## src/rtl/rmcs_unused_guard_removed.sv

```systemverilog
// Spare file, holds no logic

```

## src/rtl/rmcs_pkg.sv

```systemverilog
// Constants for the rectifier management command and status block
// How it works
// - A block read starts with a byte count excluding the checksum.
// - Multi-byte analog values go out low byte first, then high byte.
// - Status read returns count 9, four status bytes, vout, iout, temp.
// - Four status and alarm registers; error bit 1 means alarm.
// - Checksum mismatch sets fault bit 7, command dropped, clear-flags resets.
// - Unsupported command sets fault bit 5 and raises alert; clear resets.
// - Out-of-range bit 1 holds while data is out of range.
// - Fault byte shows enable pin, high-line capacity and will-restart.
// - Failed isolation test sets fault bit 3 only, no internal fault.
// - Operating status byte layout from isolation ok down to output on.
// - Internal alarm byte layout from fan fault down to delivery fault.
// - Delivery fault when own current differs from share demand by >10 A.
// - Output alarm byte layout; overcurrent shuts down below 39 V.
// - Indicator test lights all four, 7 s on, 2 s off, until stopped.
// - Indicator test off turns the other three indicators off; the output indicator follows output state.
// - Removal indicator flashes 0.5 s on and off; off command stops it.
// - Write unlock opens upper EEPROM quarter after 10 ms; lock closes it.
// - In limit, output indicator blinks above 36 V; at or below, hiccup in restart mode.
// - Inhibit-restart latches off after OV, OT or OC shutdown.
// - Successful restart clears alarm bytes and sets restarted-ok.
// - Clear-faults clears isolation, restarted, invalid and checksum bits.
// - Operation data 0x80 turns output on, 0x00 turns it off.
package rmcs_pkg;
    // Clock and times
    localparam longint CLK_HZ = 250_000_000;
    localparam longint CYC_PER_MS = CLK_HZ / 1000;
    localparam longint TEST_ON_MS = 7000;
    localparam longint TEST_OFF_MS = 2000;
    localparam longint FLASH_MS = 500;
    localparam longint UNLOCK_MS = 10;
    localparam logic [31:0] TEST_ON_CYC = 32'(TEST_ON_MS * CYC_PER_MS);
    localparam logic [31:0] TEST_OFF_CYC = 32'(TEST_OFF_MS * CYC_PER_MS);
    localparam logic [31:0] FLASH_CYC = 32'(FLASH_MS * CYC_PER_MS);
    localparam logic [31:0] UNLOCK_CYC = 32'(UNLOCK_MS * CYC_PER_MS);

    // Command codes
    localparam logic [7:0] CMD_OPERATION = 8'h01;
    localparam logic [7:0] CMD_CLEAR = 8'h03;
    localparam logic [7:0] CMD_READ_STATUS = 8'hD0;
    localparam logic [7:0] CMD_TEST_ON = 8'hD2;
    localparam logic [7:0] CMD_TEST_OFF = 8'hD3;
    localparam logic [7:0] CMD_REMOVAL_ON = 8'hD4;
    localparam logic [7:0] CMD_REMOVAL_OFF = 8'hD5;
    localparam logic [7:0] CMD_UNLOCK = 8'hD6;
    localparam logic [7:0] CMD_LOCK = 8'hD7;
    localparam logic [7:0] CMD_INHIBIT = 8'hD8;
    localparam logic [7:0] CMD_AUTO = 8'hD9;
    localparam logic [7:0] CMD_ISO_TEST = 8'hDA;
    localparam logic [7:0] OP_ON = 8'h80;
    localparam logic [7:0] OP_OFF = 8'h00;

    // Status read framing
    localparam logic [7:0] STATUS_COUNT = 8'h09;
    localparam logic [3:0] RD_LAST = 4'h8;
    localparam logic [3:0] RD_STEP = 4'h1;

    // Measurement scaling: vout 400 per volt, iout 5 per amp
    localparam int VOUT_M = 400;
    localparam int IOUT_M = 5;
    localparam logic [15:0] VOUT_BLINK_MIN = 16'(36 * VOUT_M);
    localparam logic [15:0] VOUT_OC_SHUT = 16'(39 * VOUT_M);
    localparam logic [7:0] SHARE_DIFF_MAX = 8'(10 * IOUT_M);

    // Output alarm bit positions
    localparam int OA_PLIMIT = 7;
    localparam int OA_OT_SHUT = 5;
    localparam int OA_OC = 3;
    localparam int OA_OV_SHUT = 2;

    // Pin group width and indicator masks
    localparam int PIN_W = 20;
    localparam logic [3:0] LEDS_ALL = 4'hF;
    localparam logic [3:0] LED_OUTPUT = 4'h1;
endpackage

```

## src/rtl/rmcs_blink_if.sv

```systemverilog
// Run and lit signals between the controller and one indicator timer
`timescale 1ns/1ps
interface rmcs_blink_if;
    logic run;
    logic lit;
    modport ctrl (output run, input lit);
    modport blink (input run, output lit);
endinterface

```

## src/rtl/rmcs_blinker.sv

```systemverilog
// Indicator timer: on phase then off phase, repeating while run is high
`timescale 1ns/1ps
module rmcs_blinker #(
    parameter logic [31:0] ON_CYC = 32'h0000_0001,
    parameter logic [31:0] OFF_CYC = 32'h0000_0001
) (
    // Clock and reset
    input wire logic sys_clk_i,
    input wire logic nrst_i,
    // Controller side
    rmcs_blink_if.blink bl
);
    typedef struct packed {
        logic active;
        logic lit;
        logic [31:0] cnt;
    } rmcs_blink_state_type;

    rmcs_blink_state_type st;
    rmcs_blink_state_type next_st;

    // Each start begins with a full on phase
    always_comb begin
        next_st = st;
        if (!bl.run) begin
            next_st = '0;
        end else if (!st.active) begin
            next_st.active = 1'b1;
            next_st.lit = 1'b1;
            next_st.cnt = '0;
        end else if (st.lit && st.cnt >= ON_CYC - 32'h1) begin
            next_st.lit = 1'b0;
            next_st.cnt = '0;
        end else if (!st.lit && st.cnt >= OFF_CYC - 32'h1) begin
            next_st.lit = 1'b1;
            next_st.cnt = '0;
        end else begin
            next_st.cnt = st.cnt + 32'h1;
        end
    end

    // State register
    always_ff @(posedge sys_clk_i) begin
        if (!nrst_i) begin
            st <= '0;
        end else begin
            st <= next_st;
        end
    end

    assign bl.lit = st.lit;
endmodule

```

## src/rtl/rmcs_sync.sv

```systemverilog
// Three-flop pin synchroniser with second and third flop agreement
`timescale 1ns/1ps
module rmcs_sync #(
    parameter int W = 1
) (
    // Clock and reset
    input wire logic sys_clk_i,
    input wire logic nrst_i,
    // Pins and synchronised levels
    input wire logic [W-1:0] async_i,
    output logic [W-1:0] sync_o
);
    typedef struct packed {
        logic [W-1:0] ff1;
        logic [W-1:0] ff2;
        logic [W-1:0] ff3;
        logic [W-1:0] out;
    } rmcs_sync_state_type;

    rmcs_sync_state_type st;
    rmcs_sync_state_type next_st;

    // A bit only changes once two stages agree, filtering one-cycle glitches
    always_comb begin
        next_st = st;
        next_st.ff1 = async_i;
        next_st.ff2 = st.ff1;
        next_st.ff3 = st.ff2;
        next_st.out = (~(st.ff2 ^ st.ff3) & st.ff3) |
                      ((st.ff2 ^ st.ff3) & st.out);
    end

    // State register
    always_ff @(posedge sys_clk_i) begin
        if (!nrst_i) begin
            st <= '0;
        end else begin
            st <= next_st;
        end
    end

    assign sync_o = st.out;
endmodule

```

## src/rtl/rmcs_top.sv

```systemverilog
// Rectifier vendor command handler, status registers and indicators
`timescale 1ns/1ps
module rmcs_top #(
    parameter logic [31:0] TEST_ON_CYC = rmcs_pkg::TEST_ON_CYC,
    parameter logic [31:0] TEST_OFF_CYC = rmcs_pkg::TEST_OFF_CYC,
    parameter logic [31:0] FLASH_CYC = rmcs_pkg::FLASH_CYC,
    parameter logic [31:0] UNLOCK_CYC = rmcs_pkg::UNLOCK_CYC
) (
    // Clock and reset
    input wire logic sys_clk_i,
    input wire logic nrst_i,
    // Decoded transactions from the serial framing layer
    input wire logic cmd_valid_i,
    input wire logic [7:0] cmd_code_i,
    input wire logic cmd_has_data_i,
    input wire logic [7:0] cmd_data_i,
    input wire logic cmd_pec_ok_i,
    // Block read byte stream
    input wire logic rd_next_i,
    output logic [7:0] rd_data_o,
    output logic rd_valid_o,
    output logic rd_last_o,
    // Asynchronous pins and monitor levels
    input wire logic enable_pin_i,
    input wire logic high_line_i,
    input wire logic iso_pass_i,
    input wire logic iso_fail_i,
    input wire logic range_bad_i,
    input wire logic [6:0] int_alarm_i,
    input wire logic [7:0] out_alarm_i,
    // Same-clock measurements
    input wire logic [15:0] vout_i,
    input wire logic [7:0] iout_i,
    input wire logic [7:0] temp_i,
    input wire logic [7:0] share_demand_i,
    // Power stage and indicators
    output logic power_on_o,
    output logic hiccup_o,
    output logic iso_start_o,
    output logic eeprom_wr_en_o,
    output logic smb_alert_o,
    output logic [3:0] front_leds_o,
    output logic removal_led_o
);
    typedef struct packed {
        logic off_cmd;
        logic latched;
        logic inhibit;
        logic test_on;
        logic rem_on;
        logic unlock;
        logic unlock_pend;
        logic [31:0] unlock_cnt;
        logic pec_err;
        logic bad_cmd;
        logic bad_data;
        logic iso_fail;
        logic iso_ok;
        logic restarted;
        logic iso_pass_q;
        logic iso_fail_q;
        logic on_q;
        logic hiccup;
        logic iso_start;
        logic [3:0] leds;
        logic [7:0] int_alarm;
        logic [7:0] out_alarm;
        logic rd_active;
        logic [3:0] rd_idx;
        logic [7:0] rd_data;
        logic [7:0][7:0] snap;
    } rmcs_state_type;

    rmcs_state_type st;
    rmcs_state_type next_st;

    logic [rmcs_pkg::PIN_W-1:0] pin_s;
    logic en_s;
    logic hl_s;
    logic ip_s;
    logic if_s;
    logic rb_s;
    logic [6:0] ia_s;
    logic [7:0] oa_s;
    logic pwr_on;
    logic shut_evt;
    logic pdf;
    logic [7:0] cur_diff;
    logic limit;
    logic [7:0] fault_byte;
    logic [7:0] oper_byte;

    rmcs_blink_if test_bl ();
    rmcs_blink_if rem_bl ();
    rmcs_blink_if out_bl ();

    // All pins share one synchroniser; a common delay keeps them aligned
    rmcs_sync #(
        .W(rmcs_pkg::PIN_W)
    ) u_sync (
        .sys_clk_i(sys_clk_i),
        .nrst_i(nrst_i),
        .async_i({enable_pin_i, high_line_i, iso_pass_i, iso_fail_i,
                  range_bad_i, int_alarm_i, out_alarm_i}),
        .sync_o(pin_s)
    );
    assign {en_s, hl_s, ip_s, if_s, rb_s, ia_s, oa_s} = pin_s;

    // Indicator timers
    rmcs_blinker #(
        .ON_CYC(TEST_ON_CYC),
        .OFF_CYC(TEST_OFF_CYC)
    ) u_test (
        .sys_clk_i(sys_clk_i),
        .nrst_i(nrst_i),
        .bl(test_bl.blink)
    );
    rmcs_blinker #(
        .ON_CYC(FLASH_CYC),
        .OFF_CYC(FLASH_CYC)
    ) u_rem (
        .sys_clk_i(sys_clk_i),
        .nrst_i(nrst_i),
        .bl(rem_bl.blink)
    );
    rmcs_blinker #(
        .ON_CYC(FLASH_CYC),
        .OFF_CYC(FLASH_CYC)
    ) u_out (
        .sys_clk_i(sys_clk_i),
        .nrst_i(nrst_i),
        .bl(out_bl.blink)
    );

    // Timer requests
    assign test_bl.run = st.test_on;
    assign rem_bl.run = st.rem_on;
    assign limit = st.on_q & (oa_s[rmcs_pkg::OA_PLIMIT] | oa_s[rmcs_pkg::OA_OC]);
    assign out_bl.run = limit & (vout_i > rmcs_pkg::VOUT_BLINK_MIN);

    // Output runs when commanded, enable pin low and not latched off
    assign pwr_on = ~st.off_cmd & ~en_s & ~st.latched;

    // Shutdown causes; overcurrent only trips below its voltage floor
    assign shut_evt = oa_s[rmcs_pkg::OA_OT_SHUT] | oa_s[rmcs_pkg::OA_OV_SHUT] |
        (oa_s[rmcs_pkg::OA_OC] & (vout_i < rmcs_pkg::VOUT_OC_SHUT));

    // Own current against share demand, both in output current units
    assign cur_diff = (iout_i > share_demand_i) ? iout_i - share_demand_i :
                      share_demand_i - iout_i;
    assign pdf = cur_diff > rmcs_pkg::SHARE_DIFF_MAX;

    // Command fault byte, bit 7 down to bit 0
    assign fault_byte = {st.pec_err, ~st.inhibit, st.bad_cmd, hl_s,
                         st.iso_fail, st.restarted, st.bad_data | rb_s,
                         en_s};

    // Operating status byte; isolation failure never feeds internal fault
    assign oper_byte = {1'b0, st.iso_ok, |st.int_alarm,
                        st.latched | shut_evt, st.rem_on, |st.out_alarm,
                        st.test_on, st.on_q};

    // Next-state logic: clears first, hardware sets last so sets win
    always_comb begin
        next_st = st;
        next_st.iso_start = 1'b0;
        next_st.on_q = pwr_on;
        next_st.iso_pass_q = ip_s;
        next_st.iso_fail_q = if_s;

        // Successful restart wipes alarms and reports itself
        if (pwr_on && !st.on_q) begin
            next_st.int_alarm = '0;
            next_st.out_alarm = '0;
            next_st.restarted = 1'b1;
        end

        // Latch off on a protective shutdown when restart is inhibited
        if (st.inhibit && st.on_q && shut_evt) begin
            next_st.latched = 1'b1;
        end

        // Enable pin high releases the latch for a later restart
        if (en_s) begin
            next_st.latched = 1'b0;
        end

        // Unlock takes effect only after its delay
        if (st.unlock_pend) begin
            if (st.unlock_cnt >= UNLOCK_CYC - 32'h1) begin
                next_st.unlock_pend = 1'b0;
                next_st.unlock = 1'b1;
            end else begin
                next_st.unlock_cnt = st.unlock_cnt + 32'h1;
            end
        end

        // Block read stream advance
        if (st.rd_active && rd_next_i) begin
            if (st.rd_idx == rmcs_pkg::RD_LAST) begin
                next_st.rd_active = 1'b0;
                next_st.rd_idx = '0;
            end else begin
                next_st.rd_data = st.snap[3'(st.rd_idx)];
                next_st.rd_idx = st.rd_idx + rmcs_pkg::RD_STEP;
            end
        end

        // Command execution; a failed checksum only raises its flag
        if (cmd_valid_i) begin
            if (!cmd_pec_ok_i) begin
                next_st.pec_err = 1'b1;
            end else begin
                case (cmd_code_i)
                    rmcs_pkg::CMD_OPERATION: begin
                        if (cmd_has_data_i && cmd_data_i == rmcs_pkg::OP_ON) begin
                            next_st.off_cmd = 1'b0;
                        end else if (cmd_has_data_i &&
                                     cmd_data_i == rmcs_pkg::OP_OFF) begin
                            next_st.off_cmd = 1'b1;
                            next_st.latched = 1'b0;
                        end else begin
                            next_st.bad_data = 1'b1;
                        end
                    end
                    rmcs_pkg::CMD_CLEAR: begin
                        next_st.iso_ok = 1'b0;
                        next_st.iso_fail = 1'b0;
                        next_st.restarted = 1'b0;
                        next_st.bad_cmd = 1'b0;
                        next_st.bad_data = 1'b0;
                        next_st.pec_err = 1'b0;
                    end
                    rmcs_pkg::CMD_READ_STATUS: begin
                        // Snapshot so the bytes of one read are coherent
                        next_st.snap[0] = fault_byte;
                        next_st.snap[1] = oper_byte;
                        next_st.snap[2] = st.int_alarm;
                        next_st.snap[3] = st.out_alarm;
                        next_st.snap[4] = vout_i[7:0];
                        next_st.snap[5] = vout_i[15:8];
                        next_st.snap[6] = iout_i;
                        next_st.snap[7] = temp_i;
                        next_st.rd_data = rmcs_pkg::STATUS_COUNT;
                        next_st.rd_idx = '0;
                        next_st.rd_active = 1'b1;
                    end
                    rmcs_pkg::CMD_TEST_ON: begin
                        next_st.test_on = 1'b1;
                    end
                    rmcs_pkg::CMD_TEST_OFF: begin
                        next_st.test_on = 1'b0;
                    end
                    rmcs_pkg::CMD_REMOVAL_ON: begin
                        next_st.rem_on = 1'b1;
                    end
                    rmcs_pkg::CMD_REMOVAL_OFF: begin
                        next_st.rem_on = 1'b0;
                    end
                    rmcs_pkg::CMD_UNLOCK: begin
                        if (!st.unlock) begin
                            next_st.unlock_pend = 1'b1;
                            next_st.unlock_cnt = '0;
                        end
                    end
                    rmcs_pkg::CMD_LOCK: begin
                        next_st.unlock = 1'b0;
                        next_st.unlock_pend = 1'b0;
                    end
                    rmcs_pkg::CMD_INHIBIT: begin
                        next_st.inhibit = 1'b1;
                    end
                    rmcs_pkg::CMD_AUTO: begin
                        next_st.inhibit = 1'b0;
                    end
                    rmcs_pkg::CMD_ISO_TEST: begin
                        next_st.iso_start = 1'b1;
                    end
                    default: begin
                        next_st.bad_cmd = 1'b1;
                    end
                endcase
            end
        end

        // Hardware sets, applied after every clear
        if (ip_s && !st.iso_pass_q) begin
            next_st.iso_ok = 1'b1;
        end
        if (if_s && !st.iso_fail_q) begin
            next_st.iso_fail = 1'b1;
        end
        next_st.int_alarm = next_st.int_alarm | {ia_s, pdf};
        next_st.out_alarm = next_st.out_alarm | oa_s;

        // Hiccup only in restart mode and at or below the blink threshold
        next_st.hiccup = limit & ~st.inhibit &
                         (vout_i <= rmcs_pkg::VOUT_BLINK_MIN);

        // Test cycle overrides; otherwise output indicator follows state
        if (st.test_on) begin
            next_st.leds = test_bl.lit ? rmcs_pkg::LEDS_ALL : '0;
        end else if (!st.on_q) begin
            next_st.leds = '0;
        end else if (out_bl.run) begin
            next_st.leds = out_bl.lit ? rmcs_pkg::LED_OUTPUT : '0;
        end else begin
            next_st.leds = rmcs_pkg::LED_OUTPUT;
        end
    end

    // State register; reset leaves output commanded on and all flags clear
    always_ff @(posedge sys_clk_i) begin
        if (!nrst_i) begin
            st <= '0;
        end else begin
            st <= next_st;
        end
    end

    // Outputs
    assign rd_data_o = st.rd_data;
    assign rd_valid_o = st.rd_active;
    assign rd_last_o = st.rd_active & (st.rd_idx == rmcs_pkg::RD_LAST);
    assign power_on_o = st.on_q;
    assign hiccup_o = st.hiccup;
    assign iso_start_o = st.iso_start;
    assign eeprom_wr_en_o = st.unlock;
    assign smb_alert_o = st.bad_cmd;
    assign front_leds_o = st.leds;
    assign removal_led_o = rem_bl.lit;
endmodule

```

## config.mk

```make
export PLATFORM = sky130hd
export DESIGN_NAME = rmcs_top
export DESIGN_NICKNAME = d
export VERILOG_FILES = /design/src/rtl/rmcs_unused_guard_removed.sv /design/src/rtl/rmcs_pkg.sv /design/src/rtl/rmcs_blink_if.sv /design/src/rtl/rmcs_blinker.sv /design/src/rtl/rmcs_sync.sv /design/src/rtl/rmcs_top.sv
export SDC_FILE = /design/constraint.sdc
export NUM_CORES = 1
export LEC_CHECK = 0
export BUFFER_PORTS_ARGS = -buffer_cell sky130_fd_sc_hd__buf_2
export CAP_MARGIN = 15
export CORE_AREA = 2 2 114 227
export CTS_BUF_LIST = sky130_fd_sc_hd__clkbuf_16
export DETAILED_ROUTE_END_ITERATION = 10
export DIE_AREA = 0 0 116 229
export PLACE_DENSITY = 0.83
export SLEW_MARGIN = 30
export SYNTH_ARGS = -nofsm -noshare
export SYNTH_HDL_FRONTEND = slang
export SYNTH_SLANG_ARGS = --single-unit
```

## constraint.sdc

```tcl
create_clock -name sys_clk_i -period 3 [get_ports sys_clk_i]
set_input_delay 0.15 -clock sys_clk_i [delete_from_list [all_inputs] [get_ports sys_clk_i]]
set_output_delay 0.15 -clock sys_clk_i [all_outputs]
set_load 0.1 [all_outputs]
```

Yosys cells after proc, flatten, opt, wreduce, memory -nomap -nowiden

Index checks and enable logic that the tools add are counted.

Add/subtract/negate cells: 7
Multiply operators: 0
Divide/modulo/power cells: 0
$lt $le $gt $ge: 11
Equality and inequality tests: 20
Shift operators: 0
Multiplexer cells: 61
Bitwise logic cells: 32
Reductions and logical operators: 52

Operators by type and width:

| operator                                                      | number |
|---|---|
| 2-to-1 mux 33 bit                                             | 7 |
| 2-to-1 mux 77 bit                                             | 3 |
| 2-to-1 mux 32 bit                                             | 5 |
| 2-to-1 mux 34 bit                                             | 4 |
| adder 32 x 1 -> 32 bit (second input constant)                | 4 |
| == test 8 bit (second input constant)                         | 11 |
| >= comparator 32 x 27 -> 1 bit (second input constant)        | 2 |
| 2-to-1 mux 44 bit                                             | 1 |
| AND 20 bit                                                    | 2 |
| 2-to-1 mux 38 bit                                             | 1 |
| >= comparator 32 x 22 -> 1 bit (second input constant)        | 1 |
| >= comparator 32 x 29 -> 1 bit (second input constant)        | 1 |
| >= comparator 32 x 31 -> 1 bit (second input constant)        | 1 |
| binary-select mux 8 bit (select 3 bit)                        | 1 |
| 2-to-1 mux 8 bit                                              | 3 |
| AND reduction 3 bit                                           | 8 |
| nonzero test 2 bit                                            | 11 |
| 2-to-1 mux 1 bit                                              | 21 |
| inverter 20 bit                                               | 1 |
| bitwise OR 20 bit                                             | 1 |
| bitwise XOR 20 bit                                            | 1 |
| > comparator 16 x 14 -> 1 bit (second input constant)         | 1 |
| <= comparator 16 x 14 -> 1 bit (second input constant)        | 1 |
| less-than comparator 16 x 14 -> 1 bit (second input constant) | 1 |
| 31 further kinds                                              | 90 |

Register bits: 328
Latch bits: 0
Memory bits (writable): 0
ROM bits: 0
Input bits: 82
Output and inout bits: 20
Word-level logic and storage cells: 229
Memories kept: 0

Logic depth before layout (Yosys ltp)

Depth after elaboration: 12
Mapped depth: 11
Gate-level depth less buffers: 11

Hierarchy

From an unflattened synthesis, not the netlist that was laid out.

Cells, all modules: 1561
Area total of the unflattened synthesis: 14066.0 sq um

By module, submodules not included:

| module                   | times used | cells each | area each (sq um) | seq. area each (sq um) |
|---|---|---|---|---|
| rmcs_top                 | 1          | 801        | 6686.4            | 2882.8 |
| rmcs_blinker (u_out ...) | 2          | 169        | 1549.0            | 680.7 |
| rmcs_sync                | 1          | 228        | 2497.4            | 1601.5 |
| rmcs_blinker (u_test)    | 1          | 194        | 1784.2            | 680.7 |

Worst setup path after synthesis

Ideal clock, no wire load.

Kind: reg2reg
Start point: register st[72] in the netlist's numbering
End point: register st, in the netlist rd_data_o[2]
Library setup time: 0.086 ns
Arrival: 2.140 ns
Required time: 2.914 ns
Slack: 0.774 ns
Stages on the path, launching flop included: 11
Buffers on the path: 3
Period minus slack after synthesis: 2.226 ns
Cells stage by stage: dfxtp_1 -> buf_2 -> buf_2 -> inv_1 -> ha_1 -> nand2_1 -> nor2_1 -> nor2_1 -> clkbuf_1 -> nor2_1 -> a211oi_1

Longest elaborated chain between the ends: 7

Ends and longest elaborated chain:

| element                                | RTL line        | source |
|---|---|---|
| from (decl)                            | rmcs_top.sv:74  | `rmcs_state_type st;` |
| from (signal assigned)                 | rmcs_top.sv:317 | `st <= next_st;` |
| binary-select mux 8 bit (select 3 bit) | rmcs_top.sv:204 | `next_st.rd_data = st.snap[3'(st.rd_idx)];` |
| 2-to-1 mux 8 bit (implied by the code) | rmcs_top.sv:204 |  |
| 2-to-1 mux 8 bit (*)                   | rmcs_top.sv:200 | `if (st.rd_idx == rmcs_pkg::RD_LAST) begin` |
| 2-to-1 mux 13 bit (*)                  | rmcs_top.sv:199 | `if (st.rd_active && rd_next_i) begin` |
| 2-to-1 mux 77 bit                      | rmcs_top.sv:214 | `case (cmd_code_i)` |
| 2-to-1 mux 77 bit                      | rmcs_top.sv:211 | `if (!cmd_pec_ok_i) begin` |
| 2-to-1 mux 77 bit (*)                  | rmcs_top.sv:210 | `if (cmd_valid_i) begin` |

Every way passes the cells marked *; elsewhere a longest branch is shown, timed or not. The select of a mux whose other input is x is not followed.
A chain may end at the register's enable or synchronous reset.

Final worst setup path

Start point: input iout_i[0]
End point: register st[85] in the netlist's numbering

Longest elaborated chain between the ends: 4

Ends and longest elaborated chain:

| element                                  | RTL line        | source |
|---|---|---|
| from (decl)                              | rmcs_top.sv:33  | `input wire logic [7:0] iout_i,` |
| subtractor 8 bit (tied with other cells) | rmcs_top.sv:150 | `share_demand_i - iout_i;` |
| 2-to-1 mux 8 bit (*)                     | rmcs_top.sv:149 | `assign cur_diff = (iout_i > share_demand_i) ? iout_i - share_demand_i :` |
| > comparator 8 x 6 -> 1 bit (*)          | rmcs_top.sv:151 | `assign pdf = cur_diff > rmcs_pkg::SHARE_DIFF_MAX;` |
| bitwise OR 8 bit (*)                     | rmcs_top.sv:293 | `next_st.int_alarm = next_st.int_alarm \| {ia_s, pdf};` |

Every way passes the cells marked *; elsewhere a longest branch is shown, timed or not.

==> reports/results.ini <==
[cells_and_area]
instances_no_fill = 1996
post_route_cells_drive_above_1_share_pct = 12.71
finish.net_count = 1743
antennaDiodeCount = 0
layout.cells.most_common = sky130_fd_sc_hd__dfxtp_1
flow.area_growth_from_synthesis_pct = 16.53
layout.filler_cells = 2012
layout.cells.most_common_list = 326 x sky130_fd_sc_hd__dfxtp_1, 205 x sky130_fd_sc_hd__nand2_1, 177 x sky130_fd_sc_hd__nor2_1

[yosys]
syn_area_mm2 = 0.01345
dominant_combinational_cell_family_by_area_after_synthesis = simple AND/OR/NAND/NOR gates
gate_count_of_the_mapped_netlist = 1503
post_synth_and_or_nand_nor_area_fraction_pct = 24.66
synth_top_flop_cell = sky130_fd_sc_hd__dfxtp_1
post_synth_mux_area_share_pct = 3.721
syn_avg_cell_area_um2 = 8.948
yosysWarnings = 0
yosysSeqAreaShare_pct = 48.53
synth_compound_gate_area_share_pct = 10.29
synth_adder_area_share_pct = 2.251
yosys.area_share.xor_xnor_pct = 6.382
number_of_enable_flip_flop_cells_after_synthesis = 0
distinct_cells_synth = 69
yosys_register_bits = 326
asyncSetResetFlopFracSynth_pct = 0

[grt]
pin_count_of_the_biggest_net_entering_global_routing = 94
first_global_vias = 10016
grt_first_pass_wirelength_um = 46430
antenna_found_initial = 0
grtUsageTotal_pct = 20.88
gr-total-overflow = 0

[clock_tree]
tritoncts = built
clockBufferDepth = 3
clk_transition_reported_paths_ns = 0.07
insertion_delay_of_the_later_clocked_pin_in_the_worst_skew_pair_ns = 0.57
cts_htree_levels = 1
quantity_of_gates_resized_following_cts = 0
ctsRootBufferMaster = sky130_fd_sc_hd__clkbuf_16
cts_buffers = 28
clock_sinks = 326

[die]
ios = 102
placeableCoreArea_mm2 = 0.02483
dieWidth_um = 116
core.rowCount = 82
total_die_area_mm2 = 0.02656
die_h_um = 229
effective_utilization_at_floorplan_pct = 54.17

[critical_path]
start_kind = input port
critical_path_required_ns = 3.43
critical_path.endpoint_type = flop
reg2reg_depth = 8
arrival_ns = 2.88
critical_path.reg2reg.endpoint = u_out.st[24]
worst_path_fanout_max = 9
r2r_start = u_out.st[0]
critical_setup_path_class = in -> reg
ff2ff_setup_slack_ns = 0.66

[hold_path]
holdPathStages = 4
timing.hold.worst.start = cmd_code_i[1]
worstHoldEndpoint = fault_byte[7]
hold_path.class = in -> reg

[pwr]
worst_ir_drop_vdd_uv = 567.0
seqPwrFrac_pct = 52.1
p_comb_share_pct = 4.9
p_per_area_mw_per_mm2 = 538.9
cellInternalPower_uw = 6623
power_switching_uw = 1823
switching_share_pct = 21.58
cellLeakagePower_uw = 0.005727
part_of_the_total_power_dissipated_in_the_clock_network_pct = 43.0

[timing]
finalHoldViolations = 0
timing.final.crit_share_pct = 81.62
worst_clock_skew_ns = 0.02576
setup_viol = 0
timing.setup.tns_ns = 0
achievable-frequency_mhz = 408.4
final.min_clock_period_ns = 2.449
slew_headroom_pct = 53.44
max_slew.worst_pin.slew_ns = 0.6984
report.final.slew_viol_count = 0
setup_repair_after_global_routing_missed_its_margin = no

[route]
detail_route.first_pass.iterations = 5
first_iter_violations = 683
drt_drc_violations_left = 0
via_count = 10688
vias_per_cell = 5.355
drt.antenna.violating_nets = 0
routedWlPerCell_um = 13.92
routed_wirelength_um = 27790

[place]
place_congestion = 0.8451
post_place_cells = 1886
placement.io_buffers = 101
place.detailed.hpwl_um = 18280

[status]
outcome = completed

[flow_run]
max_cap_check_violation_count = 0

==> repair_timing <==
item,in CTS,in global routing
hold endpoints to repair,63,0
setup buffers,0,0
setup endpoints to repair,0,0
hold buffers,58,0
==> final cells by class <==
| cell class | count | area [um2] | share of cell area, % |
|---|---|---|---|
| Clock inverter | 24 | 239.0 | 1.525 |
| Multi-Input combinational cell | 1067 | 6410 | 40.90 |
| Clock buffer | 28 | 700.7 | 4.471 |
| Timing Repair Buffer | 170 | 1206 | 7.696 |
| Tap cell | 336 | 420.4 | 2.682 |
| Sequential cell | 326 | 6526 | 41.64 |
| Inverter | 45 | 170.2 | 1.086 |
==> synthesized netlist by cell type, types with 3 or more instances <==
master | number | area [um2]
sky130_fd_sc_hd__o21ai_0 | 47 | 235.2
sky130_fd_sc_hd__buf_4 | 12 | 90.09
sky130_fd_sc_hd__buf_6 | 5 | 56.30
sky130_fd_sc_hd__o31ai_1 | 5 | 37.54
sky130_fd_sc_hd__ha_1 | 21 | 262.8
sky130_fd_sc_hd__or2_2 | 4 | 25.02
sky130_fd_sc_hd__mux4_2 | 15 | 337.8
sky130_fd_sc_hd__a31oi_1 | 8 | 50.05
sky130_fd_sc_hd__nor2b_1 | 5 | 31.28
sky130_fd_sc_hd__nor4_1 | 16 | 100.1
sky130_fd_sc_hd__nand3_2 | 3 | 30.03
sky130_fd_sc_hd__xor2_1 | 49 | 429.2
sky130_fd_sc_hd__nor2_2 | 8 | 50.05
sky130_fd_sc_hd__nor4b_1 | 3 | 26.28
sky130_fd_sc_hd__o21bai_1 | 5 | 37.54
sky130_fd_sc_hd__inv_1 | 44 | 165.2
sky130_fd_sc_hd__and2_4 | 8 | 70.07
sky130_fd_sc_hd__and2_1 | 67 | 419.2
sky130_fd_sc_hd__a211oi_1 | 10 | 75.07
sky130_fd_sc_hd__o21ai_1 | 3 | 15.01
sky130_fd_sc_hd__or3_1 | 8 | 50.05
sky130_fd_sc_hd__mux2i_1 | 14 | 140.1
sky130_fd_sc_hd__o21a_1 | 5 | 37.54
sky130_fd_sc_hd__nand2_1 | 205 | 769.5
sky130_fd_sc_hd__or4_1 | 8 | 60.06
sky130_fd_sc_hd__a311oi_1 | 3 | 26.28
sky130_fd_sc_hd__buf_2 | 19 | 95.09
sky130_fd_sc_hd__nand3_1 | 47 | 235.2
sky130_fd_sc_hd__nand4b_1 | 4 | 35.03
sky130_fd_sc_hd__nand2b_1 | 6 | 37.54
sky130_fd_sc_hd__nand4_1 | 29 | 181.4
sky130_fd_sc_hd__xnor2_1 | 49 | 429.2
sky130_fd_sc_hd__nor2_1 | 177 | 664.4
sky130_fd_sc_hd__nand4_2 | 3 | 37.54
sky130_fd_sc_hd__and3_1 | 14 | 87.58
sky130_fd_sc_hd__clkbuf_1 | 39 | 146.4
sky130_fd_sc_hd__dfxtp_1 | 326 | 6526
sky130_fd_sc_hd__a21oi_1 | 129 | 645.6
sky130_fd_sc_hd__nor4_4 | 4 | 85.08
sky130_fd_sc_hd__and4_1 | 4 | 35.03
sky130_fd_sc_hd__nor3_1 | 31 | 155.2
==> metal layers <==
layer	wire length, um	part of all wire, %	GRT usage (%)
met2	13700	49	35.71
met1	11990	43	26.80
met5	0	0	0
met4	729	2.6	6.808
met3	1375	4.9	3.043
==> sequential cells by signal, indices dropped and copies added, names as in the netlist, 2 cells and up, named ones only <==
register / cells
rd_data_o: 8
fault_byte: 3
u_out.st: 33
front_leds_o: 2
st: 122
u_sync.st: 20
u_sync.next_st: 40
u_test.st: 33
u_rem.st: 33
==> power groups by stage <==
stage | Combinational, uW | Sequential, uW | Clock, uW
6_report | 414 | 4400 | 3630
5_1_grt | 457 | 4400 | 3880
4_1_cts | 407 | 4400 | 3700
3_5_place_dp | 346 | 4500 | 0
3_3_place_gp | 342 | 4500 | 0
2_1_floorplan | 220 | 4500 | 0
==> worst max-delay path, stage by stage <==
cell,delay (ns)
sky130_fd_sc_hd__dlygate4sd3_1,0.54
sky130_fd_sc_hd__buf_2,0.15
sky130_fd_sc_hd__inv_1,0.06
sky130_fd_sc_hd__ha_1,0.16
sky130_fd_sc_hd__inv_1,0.05
sky130_fd_sc_hd__fa_1,0.37
sky130_fd_sc_hd__nand3_1,0.11
sky130_fd_sc_hd__a21oi_1,0.09
sky130_fd_sc_hd__o22ai_2,0.40
sky130_fd_sc_hd__mux2_1,0.38
sky130_fd_sc_hd__a21oi_1,0.18
sky130_fd_sc_hd__xor2_1,0.16
sky130_fd_sc_hd__a41oi_1,0.10
==> worst max-delay path by stage <==
stage / endpoint / slack (ns) / startpoint / cells past startpoint
5_1_grt: st[85] / 0.38 / iout_i[0] / 13
4_1_cts: rd_last_o / 0.56 / st[73] / 7
2_1_floorplan: rd_data_o[2] / 0.77 / st[72] / 10
3_3_place_gp: st[85] / 0.61 / iout_i[0] / 12
3_5_place_dp: st[85] / 0.55 / iout_i[0] / 12
6_report: st[85] / 0.55 / iout_i[0] / 13
==> logic make-up after synthesis <==
family                   after synthesis
AND/OR/NAND/NOR                      666
flip-flops                           326
AO/OA/AOI/OAI                        238
buffers and inverters                120
XOR/XNOR                              98
multiplexers                          31
adder cells (fa/ha/maj)               23
other                                  1
==> per-stage QoR <==
stage                     worst slack, ns  hold WS [ns]  utilization (%)  power [uW]  cell area, um2
after floorplan                    0.7737        0.2773                -        4721           13490
after global placement             0.6150        0.3576            57.00        4838           14150
after detailed placement           0.5525        0.3592            57.00        4844           14150
after CTS                          0.5587       0.01354            63.12        8509           15670
after global routing               0.3765       0.03134            63.12        8743           15670
final                              0.5513       0.02993            63.12        8446           15670
(Power assumes the default switching activity.)
